--- src/vsc_defs.svh ---
// register offsets, field positions, reset values and vector numbers
// assumes: included by the package and by the testbench
`ifndef VSC_DEFS_SVH
`define VSC_DEFS_SVH

// ------------------------------------------------------------
// register indices (byte address is four times the index)
// ------------------------------------------------------------
`define VSC_IDX_PRIO_JTAG_ICD 16'h0886
`define VSC_IDX_PRIO_PTG_A 16'h0888
`define VSC_IDX_PRIO_PTG_B 16'h088a
`define VSC_IDX_TRAP_STAT 16'h08c0
`define VSC_IDX_GLOBAL_CTL 16'h08c2
`define VSC_IDX_DMA_TRAP 16'h08c4
`define VSC_IDX_SOFT_TRAP 16'h08c6
`define VSC_IDX_PEND_VEC 16'h08c8
`define VSC_IDX_EVT_STAT 16'h08ca
`define VSC_IDX_EVT_MASK 16'h08cc
`define VSC_ADDR(idx) ((idx) * 4)

// ------------------------------------------------------------
// reset values and implemented-bit masks
// ------------------------------------------------------------
`define VSC_RST_PRIO_JTAG_ICD 16'h4400
`define VSC_RST_PRIO_PTG_A 16'h4440
`define VSC_RST_PRIO_PTG_B 16'h0444
`define VSC_RST_TRAP_STAT 16'h0000
`define VSC_RST_GLOBAL_CTL 16'h8000
`define VSC_MSK_PRIO_JTAG_ICD 16'h7700
`define VSC_MSK_PRIO_PTG_A 16'h7770
`define VSC_MSK_PRIO_PTG_B 16'h0777
`define VSC_MSK_TRAP_STAT 16'he07e
`define VSC_MSK_GLOBAL_WR 16'ha007
`define VSC_MSK_DMA_TRAP 16'h0030
`define VSC_MSK_SOFT_TRAP 16'h0001
`define VSC_MSK_EVT 12'hfff

// ------------------------------------------------------------
// field positions
// ------------------------------------------------------------
`define VSC_BIT_NESTING_DISABLE 15
`define VSC_BIT_GIE 15
`define VSC_BIT_DISABLE_INSTRUCTION_ACTIVE 14
`define VSC_BIT_SOFTWARE_TRAP_TRIGGER 13
`define VSC_EVT_PENDING 11

// ------------------------------------------------------------
// program memory and vector space
// ------------------------------------------------------------
`define VSC_PM_WIDTH 24
`define VSC_PC_STEP 24'h000002
`define VSC_RESET_PC 24'h000000
`define VSC_START_PTR 24'h000002
`define VSC_VEC_LIMIT 24'h000200
`define VSC_VEC_BASE_OFS 9'h002
`define VSC_VEC_ICD 8'h96
`define VSC_VEC_JTAG 8'h97
`define VSC_VEC_PTG_STEP 8'h99
`define VSC_VEC_PTG_WDT 8'h9a
`define VSC_VEC_PTG0 8'h9b
`define VSC_VEC_PTG1 8'h9c
`define VSC_VEC_PTG2 8'h9d
`define VSC_VEC_PTG3 8'h9e

`endif

--- src/vsc_pkg.sv ---
// types shared by the vector space and trap control modules
// assumes: vsc_defs.svh is on the include path
package vsc_pkg;
    `include "vsc_defs.svh"

    typedef struct packed {
        logic [15:0] prio_jtag_icd;
        logic [15:0] prio_ptg_a;
        logic [15:0] prio_ptg_b;
        logic [15:0] trap_stat;
        logic [15:0] global_ctl;
        logic [15:0] dma_trap;
        logic [15:0] soft_trap;
        logic [15:0] pend_vec;
        logic [11:0] evt;
        logic [11:0] evt_mask;
        logic pend_valid;
        logic irq;
        logic int_req;
        logic pready;
        logic pslverr;
        logic [31:0] prdata;
        logic [23:0] fetch;
        logic [15:0] pm_word;
        logic started;
    } vsc_state_t;

    typedef struct packed {
        logic valid;
        logic [3:0] level;
        logic [7:0] pending_vector_number;
    } vsc_res_t;
endpackage

--- src/vsc_res_if.sv ---
// carrier between the register block and the priority resolver
// assumes: both ends share the system clock
`timescale 1ns/10ps
interface vsc_res_if;
    logic [7:0] req;
    logic [23:0] prio;
    logic valid;
    logic [3:0] level;
    logic [7:0] pending_vector_number;
    modport ctl (output req, output prio, input valid, input level, input pending_vector_number);
    modport res (input req, input prio, output valid, output level, output pending_vector_number);
endinterface

--- src/vsc_resolver.sv ---
// priority resolver: picks the highest pending source and its vector number
// assumes: requests are synchronous levels; result appears one clock later
`timescale 1ns/10ps
module vsc_resolver
    import vsc_pkg::*;
(
    input wire logic clk,
    input wire logic rst_n,
    vsc_res_if.res rif
);
    vsc_res_t s_r;
    vsc_res_t s_nxt;

    function automatic logic [7:0] vec_of(input logic [2:0] i);
        case (i)
            3'h0: vec_of = `VSC_VEC_ICD;
            3'h1: vec_of = `VSC_VEC_JTAG;
            3'h2: vec_of = `VSC_VEC_PTG_STEP;
            3'h3: vec_of = `VSC_VEC_PTG_WDT;
            3'h4: vec_of = `VSC_VEC_PTG0;
            3'h5: vec_of = `VSC_VEC_PTG1;
            3'h6: vec_of = `VSC_VEC_PTG2;
            default: vec_of = `VSC_VEC_PTG3;
        endcase
    endfunction

    // level 0 means disabled; ties go to the lower vector (ascending scan)
    always_comb
    begin
        logic [2:0] lvl;
        lvl = 3'h0;
        s_nxt = '0;
        for (int i = 0; i < 8; i++)
        begin
            lvl = rif.prio[i*3 +: 3];
            if (rif.req[i] && lvl != 3'h0 && {1'b0, lvl} > s_nxt.level)
            begin
                s_nxt.valid = 1'b1;
                s_nxt.level = {1'b0, lvl};
                s_nxt.pending_vector_number = vec_of(3'(i));
            end
        end
    end

    always_ff @(posedge clk or negedge rst_n)
    begin
        if (!rst_n)
            s_r <= '0;
        else
            s_r <= s_nxt;
    end

    assign rif.valid = s_r.valid;
    assign rif.level = s_r.level;
    assign rif.pending_vector_number = s_r.pending_vector_number;
endmodule // vsc_resolver

--- src/vsc_top.sv ---
// vector space and trap control: apb registers, trap flags, priority
// report, fetch address and program word presentation
// assumes: one 20 MHz clock, apb master on the same clock, sync inputs
`timescale 1ns/10ps

// Summary of operation
// - program locations are 24 bits; upper word's top byte reads zero.
// - lower word sits at even address, upper word at the next odd one.
// - fetch address stays even and steps by two per location.
// - range 0x000000 to 0x000200 holds the fixed reset and trap vectors.
// - fetch starts at zero after reset; jump there uses pointer at 0x000002.
// - trap register holds nesting disable bit 15, accumulator overflow traps 14, 13.
// - math, address, stack, oscillator traps bits 4..1; divide, dma 6, 5.
// - global control holds edge polarities 2..0; resets 8000, enable set.
// - unimplemented bits read zero; resets follow the listed defaults.
module vsc_top
    import vsc_pkg::*;
(
    input wire logic SYS_CLK,
    input wire logic RESET_N,
    input wire logic PSEL,
    input wire logic PENABLE,
    input wire logic PWRITE,
    input wire logic [15:0] PADDR,
    input wire logic [31:0] PWDATA,
    output logic PREADY,
    output logic [31:0] PRDATA,
    output logic PSLVERR,
    input wire logic [10:0] TRAP_EVENT,
    input wire logic DISABLE_INSTRUCTION_ACTIVE_ACTIVE,
    input wire logic [7:0] SRC_REQ,
    output logic IRQ,
    output logic CORE_INT_REQ,
    input wire logic PC_ADVANCE,
    input wire logic PC_BACK,
    input wire logic PC_JUMP,
    input wire logic [23:0] PC_TARGET,
    input wire logic VEC_TAKE,
    output logic [23:0] FETCH_ADDR,
    input wire logic PM_ODD_SEL,
    input wire logic [23:0] PM_LOCATION,
    output logic [15:0] PM_WORD
);
    vsc_state_t s_r;
    vsc_state_t s_nxt;
    vsc_res_if rif ();

    // ------------------------------------------------------------
    // helpers
    // ------------------------------------------------------------
    function automatic logic hit(input logic [15:0] a, input logic [15:0] idx);
        hit = (a == 16'(`VSC_ADDR(idx)));
    endfunction

    function automatic logic [23:0] vec_addr(input logic [7:0] v);
        vec_addr = {14'h0000, 9'({1'b0, v} + `VSC_VEC_BASE_OFS), 1'b0};
    endfunction

    vsc_resolver u_res (
        .clk(SYS_CLK),
        .rst_n(RESET_N),
        .rif(rif)
    );

    assign rif.req = SRC_REQ;
    assign rif.prio = {s_r.prio_ptg_b[10:8], s_r.prio_ptg_b[6:4], s_r.prio_ptg_b[2:0],
                       s_r.prio_ptg_a[14:12], s_r.prio_ptg_a[10:8], s_r.prio_ptg_a[6:4],
                       s_r.prio_jtag_icd[14:12], s_r.prio_jtag_icd[10:8]};

    // ------------------------------------------------------------
    // next state
    // ------------------------------------------------------------
    always_comb
    begin
        logic setup;
        logic acc;
        logic wr;
        logic rd;
        logic [15:0] wd;
        logic [11:0] evt_in;
        logic [15:0] rdv;
        logic mapped;
        setup = PSEL && !PENABLE;
        acc = PSEL && PENABLE && s_r.pready;
        wr = acc && PWRITE;
        rd = acc && !PWRITE;
        wd = PWDATA[15:0];
        rdv = 16'h0000;
        mapped = 1'b1;
        evt_in = 12'h000;
        s_nxt = s_r;

        // apb: one wait-free access phase, ready raised after setup
        s_nxt.pready = setup;
        s_nxt.pslverr = 1'b0;
        if (setup)
        begin
            if (hit(PADDR, `VSC_IDX_PRIO_JTAG_ICD))
                rdv = s_r.prio_jtag_icd;
            else if (hit(PADDR, `VSC_IDX_PRIO_PTG_A))
                rdv = s_r.prio_ptg_a;
            else if (hit(PADDR, `VSC_IDX_PRIO_PTG_B))
                rdv = s_r.prio_ptg_b;
            else if (hit(PADDR, `VSC_IDX_TRAP_STAT))
                rdv = s_r.trap_stat & `VSC_MSK_TRAP_STAT;
            else if (hit(PADDR, `VSC_IDX_GLOBAL_CTL))
                rdv = s_r.global_ctl;
            else if (hit(PADDR, `VSC_IDX_DMA_TRAP))
                rdv = s_r.dma_trap;
            else if (hit(PADDR, `VSC_IDX_SOFT_TRAP))
                rdv = s_r.soft_trap;
            else if (hit(PADDR, `VSC_IDX_PEND_VEC))
                rdv = s_r.pend_vec;
            else if (hit(PADDR, `VSC_IDX_EVT_STAT))
                rdv = {4'h0, s_r.evt};
            else if (hit(PADDR, `VSC_IDX_EVT_MASK))
                rdv = {4'h0, s_r.evt_mask};
            else
                mapped = 1'b0;
            s_nxt.prdata = {16'h0000, rdv};
            s_nxt.pslverr = !mapped;
        end

        // software writes; hardware sets are OR-ed in afterwards so they win
        if (wr)
        begin
            if (hit(PADDR, `VSC_IDX_PRIO_JTAG_ICD))
                s_nxt.prio_jtag_icd = wd & `VSC_MSK_PRIO_JTAG_ICD;
            if (hit(PADDR, `VSC_IDX_PRIO_PTG_A))
                s_nxt.prio_ptg_a = wd & `VSC_MSK_PRIO_PTG_A;
            if (hit(PADDR, `VSC_IDX_PRIO_PTG_B))
                s_nxt.prio_ptg_b = wd & `VSC_MSK_PRIO_PTG_B;
            if (hit(PADDR, `VSC_IDX_TRAP_STAT))
                s_nxt.trap_stat = wd & `VSC_MSK_TRAP_STAT;
            if (hit(PADDR, `VSC_IDX_GLOBAL_CTL))
                s_nxt.global_ctl[15:0] = wd & `VSC_MSK_GLOBAL_WR;
            if (hit(PADDR, `VSC_IDX_DMA_TRAP))
                s_nxt.dma_trap = wd & `VSC_MSK_DMA_TRAP;
            if (hit(PADDR, `VSC_IDX_SOFT_TRAP))
                s_nxt.soft_trap = wd & `VSC_MSK_SOFT_TRAP;
            if (hit(PADDR, `VSC_IDX_EVT_MASK))
                s_nxt.evt_mask = wd[11:0] & `VSC_MSK_EVT;
        end
        // a read clears only the bits it returned: a set landing on the
        // setup edge was not reported yet and must survive the access
        if (rd && hit(PADDR, `VSC_IDX_EVT_STAT))
            s_nxt.evt = s_r.evt & ~s_r.prdata[11:0];

        // read-only status follows the core
        s_nxt.global_ctl[`VSC_BIT_DISABLE_INSTRUCTION_ACTIVE] = DISABLE_INSTRUCTION_ACTIVE_ACTIVE;

        // trap flags: osc, stack, addr, math, dma conflict, div0
        s_nxt.trap_stat[6:1] = s_nxt.trap_stat[6:1] | TRAP_EVENT[5:0];
        s_nxt.trap_stat[13] = s_nxt.trap_stat[13] | TRAP_EVENT[6];
        s_nxt.trap_stat[14] = s_nxt.trap_stat[14] | TRAP_EVENT[7];
        s_nxt.dma_trap[5] = s_nxt.dma_trap[5] | TRAP_EVENT[8];
        s_nxt.dma_trap[4] = s_nxt.dma_trap[4] | TRAP_EVENT[9];
        // the software trap trigger raises the soft trap flag
        s_nxt.soft_trap[0] = s_nxt.soft_trap[0] | TRAP_EVENT[10]
                             | s_nxt.global_ctl[`VSC_BIT_SOFTWARE_TRAP_TRIGGER];

        // pending vector report
        s_nxt.pend_valid = rif.valid;
        s_nxt.pend_vec = rif.valid ? {4'h0, rif.level, rif.pending_vector_number} : 16'h0000;
        evt_in = {rif.valid && !s_r.pend_valid, TRAP_EVENT};
        s_nxt.evt = s_nxt.evt | evt_in;
        s_nxt.irq = |(s_nxt.evt & s_nxt.evt_mask);
        // interrupts reach the core only while globally enabled
        s_nxt.int_req = rif.valid && s_r.global_ctl[`VSC_BIT_GIE];

        // fetch address: vector take beats jump beats stepping
        // an odd jump target is forced even rather than refused
        if (VEC_TAKE && rif.valid)
        begin
            s_nxt.fetch = vec_addr(rif.pending_vector_number);
            s_nxt.started = 1'b1;
        end
        else if (PC_JUMP)
        begin
            s_nxt.fetch = {PC_TARGET[23:1], 1'b0};
            s_nxt.started = 1'b1;
        end
        else if (PC_ADVANCE)
        begin
            s_nxt.fetch = s_r.fetch + `VSC_PC_STEP;
            s_nxt.started = 1'b1;
        end
        else if (PC_BACK)
        begin
            s_nxt.fetch = s_r.fetch - `VSC_PC_STEP;
            s_nxt.started = 1'b1;
        end

        // odd address selects the upper word, whose top byte is absent
        s_nxt.pm_word = PM_ODD_SEL ? {8'h00, PM_LOCATION[23:16]}
                                   : PM_LOCATION[15:0];
    end

    // ------------------------------------------------------------
    // state register
    // ------------------------------------------------------------
    always_ff @(posedge SYS_CLK or negedge RESET_N)
    begin
        if (!RESET_N)
        begin
            s_r <= '0;
            s_r.prio_jtag_icd <= `VSC_RST_PRIO_JTAG_ICD;
            s_r.prio_ptg_a <= `VSC_RST_PRIO_PTG_A;
            s_r.prio_ptg_b <= `VSC_RST_PRIO_PTG_B;
            s_r.trap_stat <= `VSC_RST_TRAP_STAT;
            s_r.global_ctl <= `VSC_RST_GLOBAL_CTL;
            s_r.fetch <= `VSC_RESET_PC;
        end
        else
            s_r <= s_nxt;
    end

    assign PREADY = s_r.pready;
    assign PRDATA = s_r.prdata;
    assign PSLVERR = s_r.pslverr;
    assign IRQ = s_r.irq;
    assign CORE_INT_REQ = s_r.int_req;
    assign FETCH_ADDR = s_r.fetch;
    assign PM_WORD = s_r.pm_word;

    // $past antecedents also need $past(RESET_N): the first edge after release sees reset samples

    // trap register write, as the bus completes it
    logic trap_wr_w;
    assign trap_wr_w = PSEL && PENABLE && PREADY && PWRITE
                       && PADDR == 16'(`VSC_ADDR(`VSC_IDX_TRAP_STAT));
endmodule // vsc_top

--- config.mk ---
export PLATFORM = sky130hd
export DESIGN_NAME = vsc_top
export DESIGN_NICKNAME = d
export VERILOG_FILES = /design/src/vsc_pkg.sv /design/src/vsc_res_if.sv /design/src/vsc_resolver.sv /design/src/vsc_top.sv
export VERILOG_INCLUDE_DIRS = /design/src
export SDC_FILE = /design/constraint.sdc
export NUM_CORES = 1
export LEC_CHECK = 0
export BUFFER_PORTS_ARGS = -buffer_cell sky130_fd_sc_hd__buf_2
export CAP_MARGIN = 20
export CORE_ASPECT_RATIO = 0.75
export CORE_MARGIN = 2
export CORE_UTILIZATION = 40
export DETAILED_ROUTE_END_ITERATION = 10
export SYNTH_ARGS = -nofsm -noshare
export SYNTH_HDL_FRONTEND = slang
export SYNTH_HIERARCHICAL = 1
export SYNTH_SLANG_ARGS = --single-unit
--- constraint.sdc ---
create_clock -name SYS_CLK -period 13.2 [get_ports SYS_CLK]
set_input_delay 2.64 -clock SYS_CLK [delete_from_list [all_inputs] [get_ports SYS_CLK]]
set_output_delay 2.64 -clock SYS_CLK [all_outputs]
set_load 0.01 [all_outputs]
=== Word-level counts from Yosys, hierarchy flattened ===
Cells that the tools add are included.

* Shifts and indexed selects: 0
* Multipliers: 0
* Order comparisons: 8
* Multiplexer cells: 44
* Add/subtract/negate cells: 3
* Bitwise gates (word level): 11
* Div/mod/pow operators: 0
* Equality and inequality tests: 10
* Reduce and logical (&&, ||, !) cells: 44

{| class="wikitable"
|+ Operators with widths
! operator !! number
|-
| 16-bit by 14-bit == test with 1-bit output, second input constant || 10
|-
| 16-bit 2-to-1 mux || 7
|-
| 12-bit 2-to-1 mux || 9
|-
| 13-bit 2-to-1 mux || 8
|-
| 24-bit 2-to-1 mux || 4
|-
| 63-bit 2-to-1 mux || 1
|-
| 33-bit 2-to-1 mux || 1
|-
| 3-bit by 4-bit greater-than comparator with 1-bit output || 7
|-
| 1-bit logical AND || 25
|-
| 24-bit by 2-bit adder with 24-bit output, second input constant || 1
|-
| 12-bit AND || 2
|-
| 3-bit nonzero test || 8
|-
| 24-bit by 2-bit subtractor with 24-bit output, second input constant || 1
|-
| 15-bit 2-to-1 mux || 1
|-
| 1-bit 2-to-1 mux || 12
|-
| 12-bit inverter || 1
|-
| 12-bit bitwise OR || 1
|-
| 12-bit OR reduction || 1
|-
| 2-bit AND reduction || 5
|-
| 8-bit by 2-bit adder with 9-bit output, second input constant || 1
|-
| 6-bit 2-to-1 mux || 1
|-
| 1-bit bitwise OR || 6
|-
| 6-bit bitwise OR || 1
|-
| 1-bit zero test || 4
|-
| other kinds (2) || 2
|}

* Flip-flop bits (word level): 152
* Latch bits: 0
* Bits of input ports: 126
* Output and inout port bits: 76
* Memory bits (writable): 0
* Bits in read-only memories: 0
* Memories: 0

=== Logic depth before layout (Yosys ltp) ===
Gate-level depths: netlist (run 1).

* Word-level depth: 25
* Depth in mapped cells: 45
* Depth with buffers taken out: 45

=== Cells and area by module ===
Netlist (run 1), hierarchy kept.

{| class="wikitable"
|+ Modules (own cells, without submodules)
! module !! instances !! area an instance (um2) !! cells an instance !! sequential area each (um2)
|-
| vsc_top || 1 || 7796.2 || 772 || 3464.6
|-
| vsc_resolver || 1 || 1280.0 || 157 || 200.2
|}

=== Worst setup path before layout (run 1) ===
Ideal clock, no wire load.

* Path type: input to register
* Start: input SRC_REQ[0]
* End: register u_res.s_r (netlist bit u_res/rif.level[0])
* Setup time: 0.104 ns
* Slack: 2.400 ns
* Arrival: 10.696 ns
* Stages: 42
* Path through: and2_1 ha_1 and3_4 a211oi_4 o21ai_2 a32oi_1 ha_1 nand3_1 o211ai_1 or3_1 o21ai_2 a21boi_0 ha_1 nor2b_1 o21a_1 o21a_1 a21oi_1 a22o_1 [... 6 more ...] inv_1 o21ai_0 o21ai_0 o211ai_2 mux2i_1 ha_1 nand2_1 nor2_1 o21bai_1 a31oi_1 or4_4 nand4_4 mux2_2 ha_1 a31oi_1 o21ai_2 and2_1 a221oi_1

{| class="wikitable"
|+ RTL lines
! item !! RTL line !! source
|-
| start, declared || vsc_top.sv:31 || <nowiki>input wire logic [7:0] SRC_REQ,</nowiki>
|-
| end signal, assigned || vsc_resolver.sv:50 || <nowiki>s_r <= s_nxt;</nowiki>
|-
| end, declared || vsc_resolver.sv:11 || <nowiki>vsc_res_t s_r;</nowiki>
|}

==> results of run 1 <==
## flip-flops by register name, summed over array words and instances (netlist names)
register,count
s_r,55
rif.prio,24
FETCH_ADDR,23
PM_WORD,16
PRDATA,16
u_res/rif.pending_vector_number,5
u_res/rif.level,3
CORE_INT_REQ,1
IRQ,1
PREADY,1
PSLVERR,1
## per-stage QoR
step	hold slack, ps	setup WS (ps)	cells
final	457.3	1403	1338
after global routing	470.4	678.9	1337
after CTS	460.3	1528	1334
after detailed placement	446.1	1082	1302
after global placement	443.7	1164	1301
after floorplan	433.7	2400	947
## cells by family after synthesis
family	count (synthesis)	synth area share
other	2	0.0008274
adders and majority gates	42	0.05873
buffers and inverters	138	0.09250
DFF	146	0.4038
AOI/OAI and AO/OA	250	0.1886
muxes	60	0.07361
and+or+nand+nor	268	0.1598
xor gates and xnor gates	23	0.02219
## final cells by class
type,count,share of cell area
Multi-Input combinational cell,663,0.4497
Clock buffer,17,0.04115
Timing Repair Buffer,174,0.08883
Sequential cell,146,0.3545
Clock inverter,15,0.01985
Inverter,28,0.01017
Tap cell,294,0.03558
Antenna cell,1,0.0002420
## routing by layer
metal | wire, um | global-route usage | vias to the layer above | part of all wire
met3 | 1861 | 0.05039 | 22 | 0.075
li1 | - | - | 3498 | -
met5 | 0 | 0 | - | 0
met2 | 10560 | 0.2935 | 265 | 0.43
met4 | 283 | 0.05328 | 0 | 0.011
met1 | 12040 | 0.3198 | 3521 | 0.49
## cells in the mapped netlist, types with 9 or more instances
master,count
a211o_1,9
a21o_1,18
a21oi_1,63
a222oi_1,12
a22o_1,9
a22oi_1,10
and2_1,21
buf_4,80
clkbuf_1,22
dfrtp_1,137
dfstp_2,9
ha_1,41
inv_1,28
mux2_2,52
nand2_1,90
nand2b_1,11
nand3_1,22
nor2_1,38
nor2b_1,22
nor3_1,17
o211ai_1,16
o21ai_0,56
xnor2_1,10
xor2_1,13
## worst paths after layout
check,startpoint,to,slack [ps],cells past startpoint
worst max-delay path,SRC_REQ[0],u_res/rif.level[0]$_DFF_PN0_,1400,45
worst min-delay path,u_res/rif.level[2]$_DFF_PN0_,s_r[112]$_DFF_PN0_,460,1
worst max register to register,rif.prio[2]$_DFFE_PN1P_,u_res/rif.level[0]$_DFF_PN0_,3200,44
worst min register to register,u_res/rif.level[2]$_DFF_PN0_,s_r[112]$_DFF_PN0_,460,1
max in group asynchronous,RESET_N,PM_WORD[15]$_DFF_PN0_,9970,3
min in group asynchronous,RESET_N,PRDATA[15]$_DFFE_PN0P_,2210,1
## power by group
group	leakage, uW	internal (uW)	switching [uW]
Combinational	0.00268	113	153
Sequential	0.00180	469	18.9
Clock	0.000306	319	206
## worst max-delay path: cells and delay by family
kind	cells	cell delay, ps
AO/OA/AOI/OAI	21	3960
adder cells (fa/ha/maj)	7	2130
buffers and inverters	2	210
multiplexers	2	550
AND/OR/NAND/NOR	13	2600
==> metrics.txt, run 1 <==
status=finished, final reports clean; Root Driver=clkbuf_16; Primary FF master, synth=dfrtp_1; Setup Fix Bufs, Post-CTS=0; Synth cell types=80; Final #Nets=1,198; first-pass GRT wire length=38,510 um; # clock sinks=around 150; critical path class=in -> reg; Iter 0 DRT Violations=688; ys async rst share=1.000; Post-Syn Area=between 9000 and 10,000 um^2; CTS H-tree depth=4; fmax=0.08477 GHz; Final ANT Viol Nets=0; initial antenna violation count=1; clk_lat worst skew=440 ps; cts hold-fix bufs=0; Yosys top cell area share=0.3777; final slew viol count=0; largest net degree at the start of global routing=slightly below 80; gr usage total=0.2091; initial core utilization=0.4094; YS warnings=6; Tmin final=approximately 12,000 ps; via count=between 7,000 and 8,000; final hold vios=0; VDD IR max=95.66 uV; worst hold path class=reg -> reg; Syn Inst Count=slightly above 900; max incr delay on CP=470 ps; Final Wtd Congestion=roughly 0.87; worst-path maximum fanout=10; synthesized area per cell=9.770 um^2; Avg WL per Cell=18.49 um; TritonCTS Buffers=17; fin crit share=0.8937; Leakage=~0.0048 uW; site row count=47; final core utilization=0.4663; Slew HR=0.2699; area of the multi-input gates=4649 um^2; Ports=202; fillers=between 2,000 and 2,500; layout cells sized above 1=0.2819; Final Routed Wirelength=approximately 25,000 um; register area=3665 um^2; CORE AREA=22,170 um^2; Die ar.=between 20,000 and 25,000 um^2; Crit path required time=13,520 ps; Die Ht=around 130 um; commonest non-fill, non-tap cell in the layout=buf_2; TritonCTS clock tree=built; Crit. End Element=flip-flop; Synth-to-Final Area Change=13.91%; Final HPWL DP=18,260 um; most used cell, CP=ha_1; # resized after CTS=0; Die Wd=177.9 um; unrepaired setup endpoints after global routing=false; number of port buffers=roughly 170; Seq/Total Area, Yosys=0.4038; grt total ovfl=0; ranking of synthesized cells by area=dfrtp_1, buf_4, mux2_2, ha_1, nand2_1; Clock Skews=~12 ps; Critical-path top delay cell=nor3_1; largest area contributor in the netlist=dfrtp_1; Longest Clk Path Bufs=2; Fin Setup TNS=0 ps; vias in the first global route=6,873; MaxCap Viol Count=0; number of synthesized register bits=146; drt first pass iters=7; CP Launch Type=primary input; Post-synth EDFFs=0; total power draw=1278 uW; final setup fails=0; routed vias/inst=5.460; Worst Path Arrival=about 12,000 ps; Area after DPL=9659 um^2; post-route cell area=slightly above 10,000 um^2; commonest non-fill, non-tap cells in the layout=buf_2, dfrtp_1, nand2_1; CTS clk-pin slew, worst paths=70 ps; pwr/cell area=roughly 120 nW/um^2; drt drc=0; Worst Tran Pin Value=1087 ps
Power figures use the tool's default switching activity.
==> run 2, diff against run 1 <==
RECOVER_POWER = 100   (was not set)
==> run 2 against run 1 <==
The flow now finishes with violations (max-capacitance violations, max-slew violations). Fmax down 2.6%. Combinational power down 3%. Non-clock buffer count unchanged. Critical path type unchanged. Largest power group unchanged.
==> metrics.txt, run 2 (synthesis gave the netlist of run 1 again) <==
status=finished, violations left; failing checks=max-capacitance violations, max-slew violations; area of the multi-input gates=4552 um^2; via count=7,266; Crit path required time=approximately 14,000 ps; largest net degree at the start of global routing=77; worst-path maximum fanout=10; cts hold-fix bufs=0; Die Wd=177.9 um; Psw=379.0 uW; critical path class=in -> reg; fin crit share=0.9174; initial antenna violation count=1; final slew viol count=roughly 160; Final #Nets=1,198; Flop pwr share=0.385; Crit. End Element=flip-flop; CTS clk-pin slew, worst paths=70 ps; vias in the first global route=6,873; VDD IR max=approximately 96 uV; # resized after CTS=0; commonest non-fill, non-tap cell in the layout=dfrtp_1; routed vias/inst=5.430; max reg flops=55; fmax=0.08258 GHz; Root Driver=clkbuf_16; most used cell, CP=ha_1; Clock Skews=10.91 ps; Fin Setup TNS=0 ps; MaxCap Viol Count=3; gr usage total=0.2091; Setup Fix Bufs, Post-CTS=0; Leakage=0.004516 uW; Die ar.=23,920 um^2; Reg-to-Reg End=u_res/rif.level[0]$_DFF_PN0_; TritonCTS Buffers=17; CP Launch Type=primary input; pwr/cell area=125.7 nW/um^2; worst hold path class=reg -> reg; TritonCTS clock tree=built; R2R cell count=42; hold path startpoint=u_res/rif.level[2]$_DFF_PN0_; Ports=202; drt drc=0; Iter 0 DRT Violations=684; Cell Count, Final, Fillers Out=1,338; number of port buffers=167; Hold Path Stages=1; # clock sinks=about 150; max incr delay on CP=between 500 and 600 ps; switch share=0.2979; layout cells sized above 1=0.1985; Tmin final=12,110 ps; grt total ovfl=0; Synth-to-Final Area Change=11.48%; Critical-path top delay cell=o211ai_1; Final Wtd Congestion=roughly 0.87; final setup fails=0; fillers=between 2,000 and 2,500; Longest Clk Path Bufs=2; WHS Endpoint=s_r[112]$_DFF_PN0_; Clock Power Share=0.413; Reg with most FFs=s_r; Final ANT Viol Nets=0; Final HPWL DP=18,260 um; Worst Tran Pin Value=approximately 3800 ps; Avg WL per Cell=18.50 um; worst r2r src=rif.prio[2]$_DFFE_PN1P_; combinational group share of total power=0.202; Final Routed Wirelength=24,750 um; first-pass GRT wire length=just under 40,000 um; Slew HR=-1.551; CORE AREA=22,170 um^2; Inst Count DP=1,302; Worst Path Arrival=about 12,000 ps; Internal=893.2 uW; initial core utilization=0.4094; site row count=47; CTS H-tree depth=4; Die Ht=approximately 130 um; final hold vios=0; register area=between 3000 and 4000 um^2; Worst R2R Setup Slack=between 2000 and 3000 ps; drt first pass iters=8; commonest non-fill, non-tap cells in the layout=dfrtp_1, buf_2, nand2_1; unrepaired setup endpoints after global routing=false; clk_lat worst skew=440 ps
[run 2: cell count changes in the layout (fill, tap and decap cells not counted), sizes merged]
cell,previous run,this run
buf,174,107
clkbuf,17,84
[run 2: layout make-up]
class                      instances  area share
multi-input combinational        663      0.4499
tap                              294     0.03635
antenna                            1   0.0002473
sequential                       146      0.3622
timing repair buffer             174     0.07864
clock buffer                      17     0.04204
inverter                          28     0.01039
clock inverter                    15     0.02028
[run 2: power by group through the flow]
stage | logic (uW) | registers [uW] | clock network, uW
4_1_cts | 264 | 488 | 535
2_1_floorplan | 210 | 490 | 0
3_3_place_gp | 261 | 495 | 0
3_5_place_dp | 262 | 496 | 0
6_report | 257 | 489 | 526
5_1_grt | 290 | 491 | 554
[run 2: routing by layer]
metal | track usage | share of wire | vias up | wire [um]
met4 | 0.05328 | 0.013 | 0 | 312
met3 | 0.05039 | 0.074 | 26 | 1833
met1 | 0.3198 | 0.48 | 3498 | 12000
met5 | 0 | 0 | - | 0
li1 | - | - | 3488 | -
met2 | 0.2935 | 0.43 | 254 | 10600
[run 2: through the flow]
step                  util  cell area [um^2]  setup slack, ps  power [uW]  hold WS (ps)
finish              0.4564             10120             1091        1272         457.3
global route        0.4563             10120            407.9        1336         470.4
CTS                 0.4641             10290             1528        1287         460.3
detailed placement  0.4357              9659             1082       758.7         446.1
global placement    0.4354              9652             1164       755.8         443.7
floorplan                -              9144             2400       699.9         433.7
[run 2: worst max-delay path: cells and delay by family]
| family | cells | cell delay (ps) |
|---|---|---|
| compound gates | 18 | 3910 |
| simple gates | 14 | 2800 |
| fa+ha+maj | 7 | 2070 |
| buf+inv | 2 | 200 |
| mux | 2 | 780 |
[run 2: worst max-delay path by stage]
stage	from	to	slack, ps	cells after the start
2_1_floorplan	SRC_REQ[0]	u_res/rif.level[0]$_DFF_PN0_	2400	42
3_3_place_gp	SRC_REQ[0]	u_res/rif.level[0]$_DFF_PN0_	1160	45
5_1_grt	SRC_REQ[0]	u_res/rif.level[0]$_DFF_PN0_	410	43
3_5_place_dp	SRC_REQ[0]	u_res/rif.level[0]$_DFF_PN0_	1080	44
6_report	SRC_REQ[0]	u_res/rif.level[0]$_DFF_PN0_	1090	43
4_1_cts	SRC_REQ[0]	u_res/rif.level[0]$_DFF_PN0_	1530	44
==> run 3, diff against run 2 <==
CTS_CLUSTER_DIAMETER = 80   (was not set)
PLACE_DENSITY_LB_ADDON = 0.05   (was not set)
==> run 3 against run 2 <==
The run still ends with max-capacitance violations, max-slew violations left. Clock skew grew 6.1 ps. Sequential share of layout area grew 0.12 points. Routed wire length grew 2.9%. Combinational power is essentially flat. Global-route usage grew 0.60 points. Final area shrank 0.33%. Cell count shrank 0.15%. Critical path depth is the same. Sequential cell count is the same. Largest cell class unchanged.
==> metrics.txt, run 3 (synthesis gave the netlist of run 1 again) <==
final hold vios=0; met3 track demand over resource=0.04336; CORE AREA=~22,000 um^2; Ports=around 200; most used cell, CP=ha_1; Crit path required time=13,490 ps; fillers=~2,300; Area after DPL=9652 um^2; hold path startpoint=u_res/rif.level[2]$_DFF_PN0_; cts hold-fix bufs=0; Leakage=roughly 0.0045 uW; Place WS=a little over 900 ps; Crit. End Element=flip-flop; final slew viol count=162; Critical-path top delay cell=o211ai_1; Die Wd=177.9 um; met2 Use GR=0.2922; clk_lat worst skew=430 ps; Final ANT Viol Nets=0; Clock Skews=16.97 ps; failing checks=max-capacitance violations, max-slew violations; Worst Path Arrival=12,530 ps; Fin Setup TNS=0 ps; Die Ht=134.5 um; TritonCTS clock tree=built; site row count=47; Final #Nets=1,197; switch share=0.3280; # clock sinks=146; Reg with most FFs=s_r; unrepaired setup endpoints after global routing=false; Tmin final=12,240 ps; critical path class=in -> reg; Internal=831.8 uW; fmax=0.08170 GHz; Final HPWL DP=18,810 um; Iter 0 DRT Violations=546; Psw=about 400 uW; max incr delay on CP=approximately 510 ps; WHS Endpoint=s_r[112]$_DFF_PN0_; CP startpoint=SRC_REQ[0]; Final Routed Wirelength=25,460 um; fin crit share=0.9272; final core utilization=0.4549; Setup WS post-layout=just under 1000 ps; first-pass GRT wire length=39,240 um; worst r2r src=rif.prio[2]$_DFFE_PN1P_; Flop pwr share=0.395; status=finished, violations left; worst hold path class=reg -> reg; CTS H-tree depth=4; Avg WL per Cell=roughly 19 um; worst-path maximum fanout=10; gr usage total=0.2151; drt drc=0; via count=7,101; R2R cell count=42; commonest non-fill, non-tap cell in the layout=dfrtp_1; layout cells sized above 1=0.1967; max reg flops=55; CP delay by family, top=compound AO/OA/AOI/OAI gates; routed vias/inst=about 5.3; pwr/cell area=122.7 nW/um^2; # resized after CTS=0; Die ar.=23,920 um^2; commonest non-fill, non-tap cells in the layout=dfrtp_1, buf_2, nand2_1; final setup fails=0; Setup Fix Bufs, Post-CTS=0; combinational group share of total power=0.207; CTS clk-pin slew, worst paths=70 ps; post-route cell area=between 10,000 and 15,000 um^2; initial core utilization=0.4094; Synth-to-Final Area Change=11.11%; Clock Power Share=0.398; Reg-to-Reg End=u_res/rif.level[0]$_DFF_PN0_; grt total ovfl=0; vias in the first global route=6,615; Worst R2R Setup Slack=2760 ps; M1 GR Usage=0.3496; n_diodes=0; initial antenna violation count=0; number of port buffers=167; drt first pass iters=6; Longest Clk Path Bufs=2; crit path buf inv count=2; Final Wtd Congestion=between 0.8 and 0.9; Worst Tran Pin Value=4239 ps; CP Launch Type=primary input; global route hottest layer=met1; TritonCTS Buffers=17; Hold Path Stages=1; Slew HR=-1.826; largest net degree at the start of global routing=76; Root Driver=clkbuf_16; VDD IR max=79.32 uV; MaxCap Viol Count=3
-- run 3: cell count changes in the layout (fill, tap and decap cells not counted), sizes merged --
| cell | before | now |
|---|---|---|
| diode | 1 | 0 |
| clkbuf | 84 | 83 |
| clkinvlp | 2 | 1 |
| inv | 32 | 37 |
| bufinv | 4 | 0 |
-- run 3: power groups by stage --
stage | combinational, uW | clock (uW) | sequential (uW)
2_1_floorplan | 210 | 0 | 490
3_3_place_gp | 264 | 0 | 496
3_5_place_dp | 263 | 0 | 496
4_1_cts | 265 | 506 | 488
5_1_grt | 289 | 528 | 491
6_report | 256 | 493 | 488
-- run 3: metal layers --
metal	up-vias	routed length, um
met5	-	0
met4	0	120
met3	8	1652
met2	218	10220
met1	3398	13460
li1	3477	-
-- run 3: worst register-to-register path, delay by kind of cell, from the launching register on --
| family | cells | cell delay (ps) |
|---|---|---|
| AOI/OAI and AO/OA | 18 | 4000 |
| adders and majority gates | 7 | 2130 |
| buffers and inverters | 1 | 80 |
| DFF | 1 | 590 |
| muxes | 2 | 770 |
| and+or+nand+nor | 14 | 2750 |
-- run 3: stage by stage --
step	instances	hold WS [ps]	total power (uW)
after floorplan	947	433.7	699.9
after global placement	1301	441.7	759.6
after detailed placement	1301	445.1	759.4
after CTS	1333	460.2	1258
after global routing	1336	480.9	1309
final	1336	454.7	1238
-- run 3: how the worst max path moves through the flow --
stage / end / cells past startpoint
2_1_floorplan: u_res/rif.level[0]$_DFF_PN0_ / 42
3_3_place_gp: u_res/rif.level[0]$_DFF_PN0_ / 45
3_5_place_dp: u_res/rif.level[0]$_DFF_PN0_ / 45
4_1_cts: u_res/rif.level[0]$_DFF_PN0_ / 45
5_1_grt: u_res/rif.level[0]$_DFF_PN0_ / 43
6_report: u_res/rif.level[0]$_DFF_PN0_ / 43
-- run 3: cell type report --
cell class	instances	area, um^2	share of cell area
repair buffers	173	792.0	0.07854
well taps	294	367.9	0.03648
multi-input cells	663	4552	0.4514
clock buffers	17	425.4	0.04218
flip-flops and latches	146	3665	0.3634
inverters	28	105.1	0.01042
clock inverters	15	177.7	0.01762
